**config.mk**
```make
export PLATFORM = sky130hd
export DESIGN_NAME = fts_top
export DESIGN_NICKNAME = d
export VERILOG_FILES = /design/src/fts_pkg.sv /design/src/fts_scale.sv /design/src/fts_top.sv
export SDC_FILE = /design/constraint.sdc
export NUM_CORES = 2
export LEC_CHECK = 0
export BUFFER_PORTS_ARGS = -buffer_cell sky130_fd_sc_hd__buf_2
export CAP_MARGIN = 20
export CORE_MARGIN = 8
export CORE_UTILIZATION = 50
export CTS_BUF_LIST = sky130_fd_sc_hd__clkbuf_16
export CTS_CLUSTER_DIAMETER = 50
export DETAILED_ROUTE_END_ITERATION = 10
export HOLD_SLACK_MARGIN = 0.12
export PLACE_DENSITY = 0.74
export SYNTH_ARGS = -nofsm -noshare
export SYNTH_HDL_FRONTEND = slang
export SYNTH_SLANG_ARGS = --single-unit
export TNS_END_PERCENT = 50
```
**constraint.sdc**
```tcl
create_clock -name core_clk_i -period 22.4 [get_ports core_clk_i]
set_input_delay 3.36 -clock core_clk_i [delete_from_list [all_inputs] [get_ports core_clk_i]]
set_output_delay 3.36 -clock core_clk_i [all_outputs]
set_load 0.02 [all_outputs]
```
**src/fts_pkg.sv**
```systemverilog
// Shared constants for the flow-totalizing sample trigger.
// Assumes a 100 MHz core clock and a 32-bit AHB-Lite register bus.
`default_nettype none

package fts_pkg;

  // ----------------------------------------------------------------
  // Timing
  // ----------------------------------------------------------------
  localparam longint unsigned FTS_CLK_PERIOD_NS = 64'd10;          // Core clock period.
  localparam longint unsigned FTS_READ_PERIOD_NS = 64'd60000000000; // One minute.
  localparam longint unsigned FTS_READ_CYC = FTS_READ_PERIOD_NS / FTS_CLK_PERIOD_NS;
  localparam int              FTS_CNT_W = 36;                      // Minute counter width.

  // ----------------------------------------------------------------
  // Register byte offsets
  // ----------------------------------------------------------------
  localparam logic [7:0] FTS_OFF_CTRL  = 8'h00; // Start and stop commands.
  localparam logic [7:0] FTS_OFF_STAT  = 8'h04; // Run state, read only.
  localparam logic [7:0] FTS_OFF_MODE  = 8'h08; // Mode code entry.
  localparam logic [7:0] FTS_OFF_MAXR  = 8'h0C; // Maximum flow rate digits.
  localparam logic [7:0] FTS_OFF_MINR  = 8'h10; // Minimum flow rate digits.
  localparam logic [7:0] FTS_OFF_FMUL  = 8'h14; // Flow multiplier.
  localparam logic [7:0] FTS_OFF_TRIG  = 8'h18; // Trigger volume digits.
  localparam logic [7:0] FTS_OFF_TMUL  = 8'h1C; // Trigger multiplier.
  localparam logic [7:0] FTS_OFF_NBOT  = 8'h20; // Configured bottle count.
  localparam logic [7:0] FTS_OFF_TOTAL = 8'h24; // Accumulated volume, low word.
  localparam logic [7:0] FTS_OFF_ISTAT = 8'h28; // Sticky event bits, write one to clear.
  localparam logic [7:0] FTS_OFF_IMASK = 8'h2C; // Event enable mask.
  localparam logic [7:0] FTS_OFF_FLOW  = 8'h30; // Last scaled flow reading.

  // ----------------------------------------------------------------
  // Fields and values
  // ----------------------------------------------------------------
  localparam int          FTS_DIG_W      = 14;       // Width of a four-digit entry.
  localparam logic [13:0] FTS_DIG_MAX    = 14'h270F; // Largest four-digit entry.
  localparam int          FTS_MUL_W      = 16;       // Multiplier width.
  localparam logic [7:0]  FTS_MODE_CODE  = 8'h05;    // Mode code of this program.
  localparam int          FTS_ADC_W      = 12;       // Analog reading width.
  localparam int          FTS_BOT_W      = 5;        // Bottle index width.
  localparam logic [4:0]  FTS_NBOT_RST   = 5'h18;    // Bottle count after reset.
  localparam int          FTS_CTRL_START = 0;        // Start command bit.
  localparam int          FTS_CTRL_STOP  = 1;        // Stop command bit.
  localparam int          FTS_EV_N       = 4;        // Number of event bits.
  localparam int          FTS_EV_TRIG    = 0;        // Trigger reached.
  localparam int          FTS_EV_DEPO    = 1;        // Sample deposited.
  localparam int          FTS_EV_END     = 2;        // Program ended.
  localparam int          FTS_EV_SEQ     = 3;        // Entry refused.
  localparam logic [3:0]  FTS_STEP_DONE  = 4'h6;     // All parameters entered.

  // Run states of the sampler.
  typedef enum logic [2:0] {
    FTS_IDLE  = 3'b000,
    FTS_WAIT  = 3'b001,
    FTS_SPOUT = 3'b010,
    FTS_TAKE  = 3'b011,
    FTS_DEPO  = 3'b100,
    FTS_ADV   = 3'b101,
    FTS_DONE  = 3'b110
  } fts_state_t;

endpackage

`default_nettype wire

```
**src/fts_scale.sv**
```systemverilog
// Linear scaler from an analog reading to a flow rate.
// Assumes a one-cycle go pulse while inputs are stable.
`default_nettype none

module fts_scale
(
  input  wire logic        core_clk_i, // Core clock.
  input  wire logic        reset_n_i,  // Synchronous reset, active low.
  input  wire logic        go_i,       // Start one conversion.
  input  wire logic [11:0] adc_i,      // Reading, zero at the low end.
  input  wire logic [31:0] min_eff_i,  // Flow at the low end.
  input  wire logic [31:0] max_eff_i,  // Flow at the high end.
  output logic      [31:0] flow_o,     // Scaled flow rate.
  output logic             valid_o     // One-cycle result strobe.
);

  // ----------------------------------------------------------------
  // Mapping
  // ----------------------------------------------------------------
  logic [31:0] span;    // Width of the flow range.
  logic [43:0] product; // Span times reading.
  logic [31:0] flow;    // Mapped result.

  // An inverted range maps every reading to the low end.
  assign span    = (max_eff_i > min_eff_i) ? (max_eff_i - min_eff_i) : 32'h0000_0000;
  assign product = 44'(span) * 44'(adc_i);
  assign flow    = min_eff_i + product[43:12];

  // Result register; the strobe follows go by one cycle.
  always_ff @(posedge core_clk_i)
  begin
    if (!reset_n_i)
    begin
      flow_o  <= 32'h0000_0000;
      valid_o <= 1'b0;
    end
    else
    begin
      if (go_i)
      begin
        flow_o <= flow;
      end
      valid_o <= go_i;
    end
  end

endmodule // fts_scale

`default_nettype wire

```
**src/fts_top.sv**
```systemverilog
// Flow-totalizing sample trigger with an AHB-Lite register slave.
// Assumes an actuator that acknowledges each step with action_done_i.
`default_nettype none

module fts_top
#(
  parameter logic [35:0] READ_CYCLES = 36'(fts_pkg::FTS_READ_CYC) // Cycles per minute.
)
(
  input  wire logic        core_clk_i,    // Core clock, 100 MHz.
  input  wire logic        reset_n_i,     // Synchronous reset, active low.
  input  wire logic        hsel_i,        // AHB slave select.
  input  wire logic [31:0] haddr_i,       // AHB address.
  input  wire logic [1:0]  htrans_i,      // AHB transfer type.
  input  wire logic        hwrite_i,      // AHB write flag.
  input  wire logic [2:0]  hsize_i,       // AHB size, word only.
  input  wire logic [31:0] hwdata_i,      // AHB write data.
  input  wire logic        hready_i,      // AHB bus ready.
  output logic      [31:0] hrdata_o,      // AHB read data.
  output logic             hreadyout_o,   // AHB slave ready.
  output logic             hresp_o,       // AHB response, always OKAY.
  input  wire logic [11:0] adc_code_i,    // Analog flow reading.
  input  wire logic        bottle_full_i, // Bottle full pin.
  input  wire logic        action_done_i, // Actuator step finished.
  output logic             spout_adv_o,   // Advance spout, held until done.
  output logic             sample_take_o, // Take a sample, held until done.
  output logic             deposit_o,     // Deposit sample, held until done.
  output logic             bottle_adv_o,  // Step to next bottle, held until done.
  output logic             running_o,     // Program running.
  output logic             irq_o          // Interrupt, level.
);

  // ----------------------------------------------------------------
  // Helper functions
  // ----------------------------------------------------------------

  // True in the states that run the program.
  function automatic logic fts_active(input fts_pkg::fts_state_t s);
    fts_active = (s != fts_pkg::FTS_IDLE) && (s != fts_pkg::FTS_DONE);
  endfunction

  // True when a data-phase write hits the given offset.
  function automatic logic fts_wr(input logic act, input logic [7:0] a,
                                  input logic [7:0] off);
    fts_wr = act && (a == off);
  endfunction

  // ----------------------------------------------------------------
  // Declarations
  // ----------------------------------------------------------------
  fts_pkg::fts_state_t state_r;   // Run state.
  fts_pkg::fts_state_t state_nxt; // Next run state.
  logic [13:0] max_r;             // Maximum rate digits.
  logic [13:0] min_r;             // Minimum rate digits.
  logic [15:0] fmul_r;            // Flow multiplier.
  logic [13:0] trig_r;            // Trigger digits.
  logic [15:0] tmul_r;            // Trigger multiplier.
  logic [4:0]  nbot_r;            // Configured bottles.
  logic [3:0]  step_r;            // Entry progress.
  logic [3:0]  step_nxt;          // Next entry progress.
  logic [4:0]  bot_r;             // Current bottle index.
  logic        first_r;           // No trigger yet since start.
  logic [39:0] total_r;           // Accumulated volume.
  logic [39:0] total_nxt;         // Next accumulated volume.
  logic [35:0] min_cnt_r;         // Minute counter.
  logic [11:0] adc_r;             // Reading held for the scaler.
  logic        go_r;              // Scaler start pulse.
  logic [31:0] flow;              // Scaled reading.
  logic        flow_vld;          // Scaled reading ready.
  logic [3:0]  ist_r;             // Sticky event bits.
  logic [3:0]  imask_r;           // Event mask.
  logic [3:0]  ev;                // Events this cycle.
  logic [2:0]  full_s;            // Bottle full synchroniser.
  logic        full_r;            // Filtered bottle full level.
  logic        wr_act_r;          // Write data phase pending.
  logic [7:0]  wad_r;             // Write address.
  logic        rd_take;           // Read address phase taken.
  logic [31:0] rd_mux;            // Read data selection.
  logic [31:0] max_eff;           // Scaled maximum rate.
  logic [31:0] min_eff;           // Scaled minimum rate.
  logic [39:0] trig_eff;          // Effective trigger volume.
  logic        tick;              // Minute elapsed.
  logic        hit_trig;          // Trigger reached.
  logic        start_cmd;         // Accepted start.
  logic        stop_cmd;          // Stop command.
  logic        prog_wr;           // Any entry write.
  logic        seq_ok;            // Entry write in order.
  logic        val_ok;            // Entry value in range.
  logic        last_bot;          // Current bottle is the last.

  // ----------------------------------------------------------------
  // Bus decode
  // ----------------------------------------------------------------
  assign rd_take  = hsel_i && htrans_i[1] && hready_i && !hwrite_i;
  assign stop_cmd = fts_wr(wr_act_r, wad_r, fts_pkg::FTS_OFF_CTRL)
                    && hwdata_i[fts_pkg::FTS_CTRL_STOP];
  assign start_cmd = fts_wr(wr_act_r, wad_r, fts_pkg::FTS_OFF_CTRL)
                     && hwdata_i[fts_pkg::FTS_CTRL_START] && !stop_cmd
                     && !fts_active(state_r)
                     && (step_r == fts_pkg::FTS_STEP_DONE);
  assign prog_wr = wr_act_r && (wad_r >= fts_pkg::FTS_OFF_MODE)
                   && (wad_r <= fts_pkg::FTS_OFF_TMUL);

  // Each parameter is taken only at its turn and while not running.
  assign seq_ok = !fts_active(state_r) &&
                  ((wad_r == fts_pkg::FTS_OFF_MODE) ||
                   (step_r == 4'((wad_r - fts_pkg::FTS_OFF_MODE) >> 2)));
  assign val_ok = (wad_r == fts_pkg::FTS_OFF_MODE) ? (hwdata_i == 32'(fts_pkg::FTS_MODE_CODE))
                : ((wad_r == fts_pkg::FTS_OFF_FMUL) || (wad_r == fts_pkg::FTS_OFF_TMUL))
                ? (hwdata_i[31:16] == 16'h0000)
                : (hwdata_i <= 32'(fts_pkg::FTS_DIG_MAX));
  assign step_nxt = (wad_r == fts_pkg::FTS_OFF_MODE) ? 4'h1 : (step_r + 4'h1);

  // Read selection at the address phase.
  always_comb
  begin
    case (haddr_i[7:0])
      fts_pkg::FTS_OFF_STAT:  rd_mux = {11'h000, full_r, 4'h0, step_r,
                                        3'h0, bot_r, 1'b0, state_r};
      fts_pkg::FTS_OFF_MAXR:  rd_mux = 32'(max_r);
      fts_pkg::FTS_OFF_MINR:  rd_mux = 32'(min_r);
      fts_pkg::FTS_OFF_FMUL:  rd_mux = 32'(fmul_r);
      fts_pkg::FTS_OFF_TRIG:  rd_mux = 32'(trig_r);
      fts_pkg::FTS_OFF_TMUL:  rd_mux = 32'(tmul_r);
      fts_pkg::FTS_OFF_NBOT:  rd_mux = 32'(nbot_r);
      fts_pkg::FTS_OFF_TOTAL: rd_mux = total_r[31:0];
      fts_pkg::FTS_OFF_ISTAT: rd_mux = 32'(ist_r);
      fts_pkg::FTS_OFF_IMASK: rd_mux = 32'(imask_r);
      fts_pkg::FTS_OFF_FLOW:  rd_mux = flow;
      default:                rd_mux = 32'h0000_0000; // Unmapped reads as zero.
    endcase
  end

  // ----------------------------------------------------------------
  // Bus slave registers
  // ----------------------------------------------------------------

  // Zero wait states: capture the write address, return read data.
  always_ff @(posedge core_clk_i)
  begin
    if (!reset_n_i)
    begin
      wr_act_r    <= 1'b0;
      wad_r       <= 8'h00;
      hrdata_o    <= 32'h0000_0000;
      hreadyout_o <= 1'b1;
      hresp_o     <= 1'b0;
    end
    else
    begin
      wr_act_r <= hsel_i && htrans_i[1] && hready_i && hwrite_i;
      wad_r    <= haddr_i[7:0];
      if (rd_take)
      begin
        hrdata_o <= rd_mux;
      end
      hreadyout_o <= 1'b1;
      hresp_o     <= 1'b0;
    end
  end

  // ----------------------------------------------------------------
  // Parameter entry
  // ----------------------------------------------------------------

  // In-order entry of the mode code and the five parameters.
  always_ff @(posedge core_clk_i)
  begin
    if (!reset_n_i)
    begin
      step_r  <= 4'h0;
      max_r   <= 14'h0000;
      min_r   <= 14'h0000;
      fmul_r  <= 16'h0001;
      trig_r  <= 14'h0000;
      tmul_r  <= 16'h0001;
      nbot_r  <= fts_pkg::FTS_NBOT_RST;
      imask_r <= 4'h0;
    end
    else
    begin
      if (prog_wr && seq_ok && val_ok)
      begin
        step_r <= step_nxt;
        case (wad_r)
          fts_pkg::FTS_OFF_MAXR: max_r  <= hwdata_i[13:0];
          fts_pkg::FTS_OFF_MINR: min_r  <= hwdata_i[13:0];
          fts_pkg::FTS_OFF_FMUL: fmul_r <= hwdata_i[15:0];
          fts_pkg::FTS_OFF_TRIG: trig_r <= hwdata_i[13:0];
          fts_pkg::FTS_OFF_TMUL: tmul_r <= hwdata_i[15:0];
          default:               step_r <= step_nxt;
        endcase
      end
      if (fts_wr(wr_act_r, wad_r, fts_pkg::FTS_OFF_NBOT) && !fts_active(state_r))
      begin
        nbot_r <= (hwdata_i[4:0] == 5'h00) ? 5'h01 : hwdata_i[4:0];
      end
      if (fts_wr(wr_act_r, wad_r, fts_pkg::FTS_OFF_IMASK))
      begin
        imask_r <= hwdata_i[3:0];
      end
    end
  end

  // ----------------------------------------------------------------
  // Scaling and totalizing
  // ----------------------------------------------------------------
  assign max_eff  = 32'(max_r) * 32'(fmul_r);
  assign min_eff  = 32'(min_r) * 32'(fmul_r);
  assign trig_eff = 40'(trig_r) * 40'(tmul_r);
  assign tick     = fts_active(state_r) && (min_cnt_r == (READ_CYCLES - 36'h1));
  assign hit_trig = (state_r == fts_pkg::FTS_WAIT) && (trig_eff != 40'h0)
                    && (total_r >= trig_eff);
  assign total_nxt = total_r + (flow_vld ? 40'(flow) : 40'h0)
                     - (hit_trig ? trig_eff : 40'h0);
  assign last_bot = (bot_r + 5'h01) >= nbot_r;

  // The meter must share the programmed range for readings to match.
  fts_scale u_scale
  (
    .core_clk_i (core_clk_i),
    .reset_n_i  (reset_n_i),
    .go_i       (go_r),
    .adc_i      (adc_r),
    .min_eff_i  (min_eff),
    .max_eff_i  (max_eff),
    .flow_o     (flow),
    .valid_o    (flow_vld)
  );

  // Minute timer, reading capture and running total.
  always_ff @(posedge core_clk_i)
  begin
    if (!reset_n_i)
    begin
      min_cnt_r <= 36'h0_0000_0000;
      adc_r     <= 12'h000;
      go_r      <= 1'b0;
      total_r   <= 40'h00_0000_0000;
    end
    else
    begin
      go_r <= tick;
      if (start_cmd)
      begin
        min_cnt_r <= 36'h0_0000_0000;
        total_r   <= 40'h00_0000_0000;
      end
      else
      begin
        min_cnt_r <= (tick || !fts_active(state_r)) ? 36'h0_0000_0000
                                                    : (min_cnt_r + 36'h1);
        total_r   <= total_nxt;
      end
      if (tick)
      begin
        adc_r <= adc_code_i;
      end
    end
  end

  // ----------------------------------------------------------------
  // Bottle full input
  // ----------------------------------------------------------------

  // Three stages; the level changes when the last two agree.
  always_ff @(posedge core_clk_i)
  begin
    if (!reset_n_i)
    begin
      full_s <= 3'b000;
      full_r <= 1'b0;
    end
    else
    begin
      full_s <= {full_s[1:0], bottle_full_i};
      if (full_s[1] == full_s[2])
      begin
        full_r <= full_s[2];
      end
    end
  end

  // ----------------------------------------------------------------
  // Sample sequence
  // ----------------------------------------------------------------

  // Next state of the sampling program.
  always_comb
  begin
    state_nxt = state_r;
    case (state_r)
      fts_pkg::FTS_IDLE, fts_pkg::FTS_DONE:
        if (start_cmd)
          state_nxt = fts_pkg::FTS_WAIT;
      fts_pkg::FTS_WAIT:
        if (hit_trig)
          state_nxt = first_r ? fts_pkg::FTS_SPOUT : fts_pkg::FTS_TAKE;
      fts_pkg::FTS_SPOUT:
        if (action_done_i)
          state_nxt = fts_pkg::FTS_TAKE;
      fts_pkg::FTS_TAKE:
        if (action_done_i)
          state_nxt = fts_pkg::FTS_DEPO;
      fts_pkg::FTS_DEPO:
        if (action_done_i)
          state_nxt = last_bot ? fts_pkg::FTS_DONE : fts_pkg::FTS_ADV;
      fts_pkg::FTS_ADV:
        if (action_done_i)
          state_nxt = fts_pkg::FTS_WAIT;
      default:
        state_nxt = fts_pkg::FTS_IDLE;
    endcase
    if (fts_active(state_r) && full_r)
      state_nxt = fts_pkg::FTS_DONE;
    if (stop_cmd)
      state_nxt = fts_pkg::FTS_IDLE;
  end

  // Events raised by the sequence and by refused entries.
  assign ev[fts_pkg::FTS_EV_TRIG] = hit_trig;
  assign ev[fts_pkg::FTS_EV_DEPO] = (state_r == fts_pkg::FTS_DEPO) && action_done_i;
  assign ev[fts_pkg::FTS_EV_END]  = fts_active(state_r)
                                    && (state_nxt == fts_pkg::FTS_DONE);
  assign ev[fts_pkg::FTS_EV_SEQ]  = prog_wr && !(seq_ok && val_ok);

  // State, bottle position and actuator outputs.
  always_ff @(posedge core_clk_i)
  begin
    if (!reset_n_i)
    begin
      state_r       <= fts_pkg::FTS_IDLE;
      bot_r         <= 5'h00;
      first_r       <= 1'b1;
      spout_adv_o   <= 1'b0;
      sample_take_o <= 1'b0;
      deposit_o     <= 1'b0;
      bottle_adv_o  <= 1'b0;
      running_o     <= 1'b0;
      irq_o         <= 1'b0;
    end
    else
    begin
      state_r <= state_nxt;
      if (start_cmd)
      begin
        bot_r   <= 5'h00;
        first_r <= 1'b1;
      end
      else if ((state_r == fts_pkg::FTS_ADV) && action_done_i)
      begin
        bot_r <= bot_r + 5'h01;
      end
      if (hit_trig)
      begin
        first_r <= 1'b0;
      end
      spout_adv_o   <= (state_nxt == fts_pkg::FTS_SPOUT);
      sample_take_o <= (state_nxt == fts_pkg::FTS_TAKE);
      deposit_o     <= (state_nxt == fts_pkg::FTS_DEPO);
      bottle_adv_o  <= (state_nxt == fts_pkg::FTS_ADV);
      running_o     <= fts_active(state_nxt);
      irq_o         <= |(ist_r & imask_r);
    end
  end

  // ----------------------------------------------------------------
  // Interrupt status
  // ----------------------------------------------------------------

  // Write one clears a bit; a new event in the same cycle wins.
  genvar gi;
  generate
    for (gi = 0; gi < fts_pkg::FTS_EV_N; gi = gi + 1)
    begin : g_ist
      always_ff @(posedge core_clk_i)
      begin
        if (!reset_n_i)
          ist_r[gi] <= 1'b0;
        else if (ev[gi])
          ist_r[gi] <= 1'b1;
        else if (fts_wr(wr_act_r, wad_r, fts_pkg::FTS_OFF_ISTAT) && hwdata_i[gi])
          ist_r[gi] <= 1'b0;
      end
    end
  endgenerate

endmodule // fts_top

`default_nettype wire

```
==> flow_metrics.env <==
export IMPL_power_static_leakage_nw=27.4
export IMPL_power_ir_vdd_worst_mv=0.0610
export IMPL_async_flop_share_pct=0
export IMPL_number_of_flops_mapped_to_enable_cells_by_yosys=0
export IMPL_hold_depth=1
export IMPL_unrepaired_setup_endpoints_after_global_routing="no"
export IMPL_syn_area_um2=52200
export IMPL_antenna_found_initial=8
export IMPL_critical_path_slowest_cell="sky130_fd_sc_hd__dfxtp_1"
export IMPL_max_slew_worst_pin_slew_ps=1180
export IMPL_share_clk_of_total_power_pct=34.7
export IMPL_slowest_delay_ps=940
export IMPL_synth_ff_latch_count=273
export IMPL_post_cts_setup_buffer_count=0
export IMPL_synthAdderAreaFrac_pct=44.0
export IMPL_power_combinational_fraction_pct=31.9
export IMPL_holdCritStartpoint="full_s[0]"
export IMPL_ys_flop_type="sky130_fd_sc_hd__dfxtp_1"
export IMPL_setup_tns_ps=0
export IMPL_netlist_top_cell_by_area="sky130_fd_sc_hd__fa_1"
export IMPL_run_status="complete, no violations"
export IMPL_syn_area_per_cell_um2=8.51
export IMPL_crit_family="adder cells"
export IMPL_number_of_levels_the_h_tree_was_split_into=2
export IMPL_die_height_um=339
export IMPL_seq_power_share_pct=33.4
export IMPL_start_util_pct=50.4
export IMPL_worstSetupEndpointType="register"
export IMPL_die_width_um=339
export IMPL_worstSetupStartpointType="register"
export IMPL_yosysMostFrequentCell="sky130_fd_sc_hd__inv_1"
export IMPL_worst_ep_arrival_time_ps=19230
export IMPL_worst_setup_path_type="reg -> reg"
export IMPL_cts_root_buf="sky130_fd_sc_hd__clkbuf_16"
export IMPL_viasPerCell=5.68
export IMPL_r2r_start="min_r[5]"
export IMPL_synth_compound_area_share_pct=9.51
export IMPL_clockBufferDepth=3
export IMPL_synth_mux_area_fraction_pct=2.32
export IMPL_dp_final_hpwl_um=112000
export IMPL_fin_cells=7476
export IMPL_synth_top_area_share_pct=31.7
export IMPL_syn_nets=7557
export IMPL_antenna_left=0
export IMPL_syn_inst_count=6131
export IMPL_min_to="full_s[1]"
export IMPL_p_sw_share_pct=34.7
export IMPL_remaining_drc_errors=0
export IMPL_min_delay_path_class="reg -> reg"
export IMPL_drive_gt1_share_pct=4.60
export IMPL_final_period_utilization_pct=83.8
export IMPL_dp_cells=7407
export IMPL_area_sequential_um2=5470
export IMPL_power_density_nw_per_um2=29.0
export IMPL_timing_critical_path_mode_cell="sky130_fd_sc_hd__fa_1"
export IMPL_layout_nets=7492
export IMPL_maximum_number_of_pins_on_one_net_before_global_route_repair=122
export IMPL_die_area_um2=115000
export IMPL_synth_simple_gate_area_share_pct=20.1
export IMPL_post_route_worst_setup_slack_ps=3620
export IMPL_power_switching_w=0.000554
export IMPL_worst_endpoint_required_ps=22850
export IMPL_wirelength_um=144000
export IMPL_synthesis_yosys_warnings=0
export IMPL_post_synth_xor_area_fraction_pct=3.68
export IMPL_overall_fraction_of_global_route_tracks_in_use_pct=24.8
export IMPL_pre_cts_ws_ps=3880
export IMPL_multi_input_comb_area_um2=41500
export IMPL_yosysSeqAreaShare_pct=10.5
export IMPL_hold_buffers=0
export IMPL_buffer_ports_inserted=97
export IMPL_first_pass_grt_wire_length_um=233000
export IMPL_netlist_top_cells_area="sky130_fd_sc_hd__fa_1 32%, sky130_fd_sc_hd__ha_1 12%, sky130_fd_sc_hd__dfxtp_1 10%"
export IMPL_worstSkewPairLatency_ps=560
export IMPL_r2r_cells=64
export IMPL_clock_tree_from_tritoncts="yes"
export IMPL_drt_first_pass_iters=11
export IMPL_wire_per_inst_um=19.3
export IMPL_detailed_route_via_count=42484
export IMPL_timing_rr_end="u_scale.flow_o[31]"
export IMPL_cts_resized=0
export IMPL_cts_inserted_buffers=34
export IMPL_timing_final_hold_violations=0
export IMPL_intPower_w=0.00104
export IMPL_clk_pin_slew_worst_paths_ps=60
export IMPL_maxClockFrequency_mhz=53.3
export IMPL_utilization_pct=53.2
export IMPL_area_growth_pct=5.60
export IMPL_layout_min_cycle_time_ps=18780
export IMPL_vias_in_the_first_global_route=43028
export IMPL_core_region_area_um2=103000
export IMPL_timing_max_transition_violations_final=0
export IMPL_final_fill_count=9364
export IMPL_max_slew_margin_pct=20.8
export IMPL_fin_worst_skew_ps=14.1
export IMPL_cap_violations=0
export IMPL_top_level_ports=128
export IMPL_overflow=0
export IMPL_gpl_final_weighted_congestion=0.969
export IMPL_synth_top_family_by_area="adder cells"
export IMPL_detailed_route_iter0_violations=3548
export IMPL_synth_common_cells="1099 x sky130_fd_sc_hd__inv_1, 825 x sky130_fd_sc_hd__fa_1, 715 x sky130_fd_sc_hd__nand2_1, 513 x sky130_fd_sc_hd__ha_1, 481 x sky130_fd_sc_hd__and2_1"
export IMPL_cts_sinks=273
export IMPL_hold_ws_ps=438
export IMPL_reg2reg_setup_slack_ps=3620
export IMPL_rows=118
export IMPL_critical_path_n_buffers_inverters=6
export IMPL_yosysUniqueCellTypes=94
export IMPL_cp_max_fo=74
export IMPL_final_setup_viol_count=0
cell usage in the layout, fill, tap and decap left out, drive strengths merged, types with 163 or more instances in the layout:
| cell | netlist | final |
|---|---|---|
| a21oi | 180 | 180 |
| and2 | 483 | 483 |
| buf | 12 | 177 |
| dfxtp | 273 | 273 |
| fa | 825 | 825 |
| ha | 513 | 513 |
| inv | 1100 | 1107 |
| nand2 | 715 | 715 |
| nor2 | 289 | 289 |
| nor2b | 163 | 163 |
cell type report:
type | instances | share of cell area [%]
antenna | 4 | 0.0182
clock buffer | 35 | 1.59
clock inverter | 27 | 0.443
inverter | 1100 | 7.50
multi-input combinational | 4480 | 75.4
sequential | 273 | 9.93
tap | 1380 | 3.14
timing repair buffer | 177 | 2.00
sequential cells by signal, summed over array words and instances, names as in the netlist, 5 cells and up:
signal,flops
min_cnt_r,36
total_r,40
adc_r,12
nbot_r,5
fmul_r,16
hrdata_o,32
min_r,14
trig_r,14
tmul_r,16
wad_r,8
u_scale.flow_o,32
max_r,14
bot_r,5
routing by layer:
layer	vias up	track usage [%]	share of wire, %
met5	-	0	0.031
met4	6	8.62	3.9
met3	333	4.63	9.2
met2	1884	39.2	44
met1	21040	34.1	42
li1	19221	-	-
through the flow:
step	cell area [um2]	total power [W]
3_3_place_gp	53900	0.00103
4_1_cts	55000	0.00160
6_report	55100	0.00160
5_1_grt	55100	0.00170
3_5_place_dp	53900	0.00104
2_1_floorplan	52200	0.000930
power by group through the flow:
stage                     logic (W)  registers (W)  clock network (W)
final                      0.000509       0.000533           0.000553
after detailed placement   0.000498       0.000543                  0
after global routing       0.000576       0.000535           0.000584
after CTS                  0.000505       0.000532           0.000565
after floorplan            0.000394       0.000536                  0
after global placement     0.000486       0.000542                  0
cell families (layout without fill, tap and decap cells):
family	Yosys count	in the layout
other cells	2	6
simple gates	2076	2076
mux	121	121
buf+inv	1378	1339
compound gates	724	724
fa+ha+maj	1338	1338
xor+xnor	219	219
flops	273	273
how the worst max path moves through the flow:
| stage | cells past startpoint | startpoint | endpoint | slack [ps] |
|---|---|---|---|---|
| global route | 69 | fmul_r[2] | u_scale.flow_o[31] | 2600 |
| floorplan | 72 | min_r[5] | u_scale.flow_o[31] | 6290 |
| finish | 64 | min_r[5] | u_scale.flow_o[31] | 3620 |
| CTS | 64 | min_r[5] | u_scale.flow_o[31] | 3780 |
| global placement | 64 | min_r[5] | u_scale.flow_o[31] | 4150 |
| detailed placement | 64 | min_r[5] | u_scale.flow_o[31] | 3880 |
No activity file was read; power rests on OpenSTA's default activity.
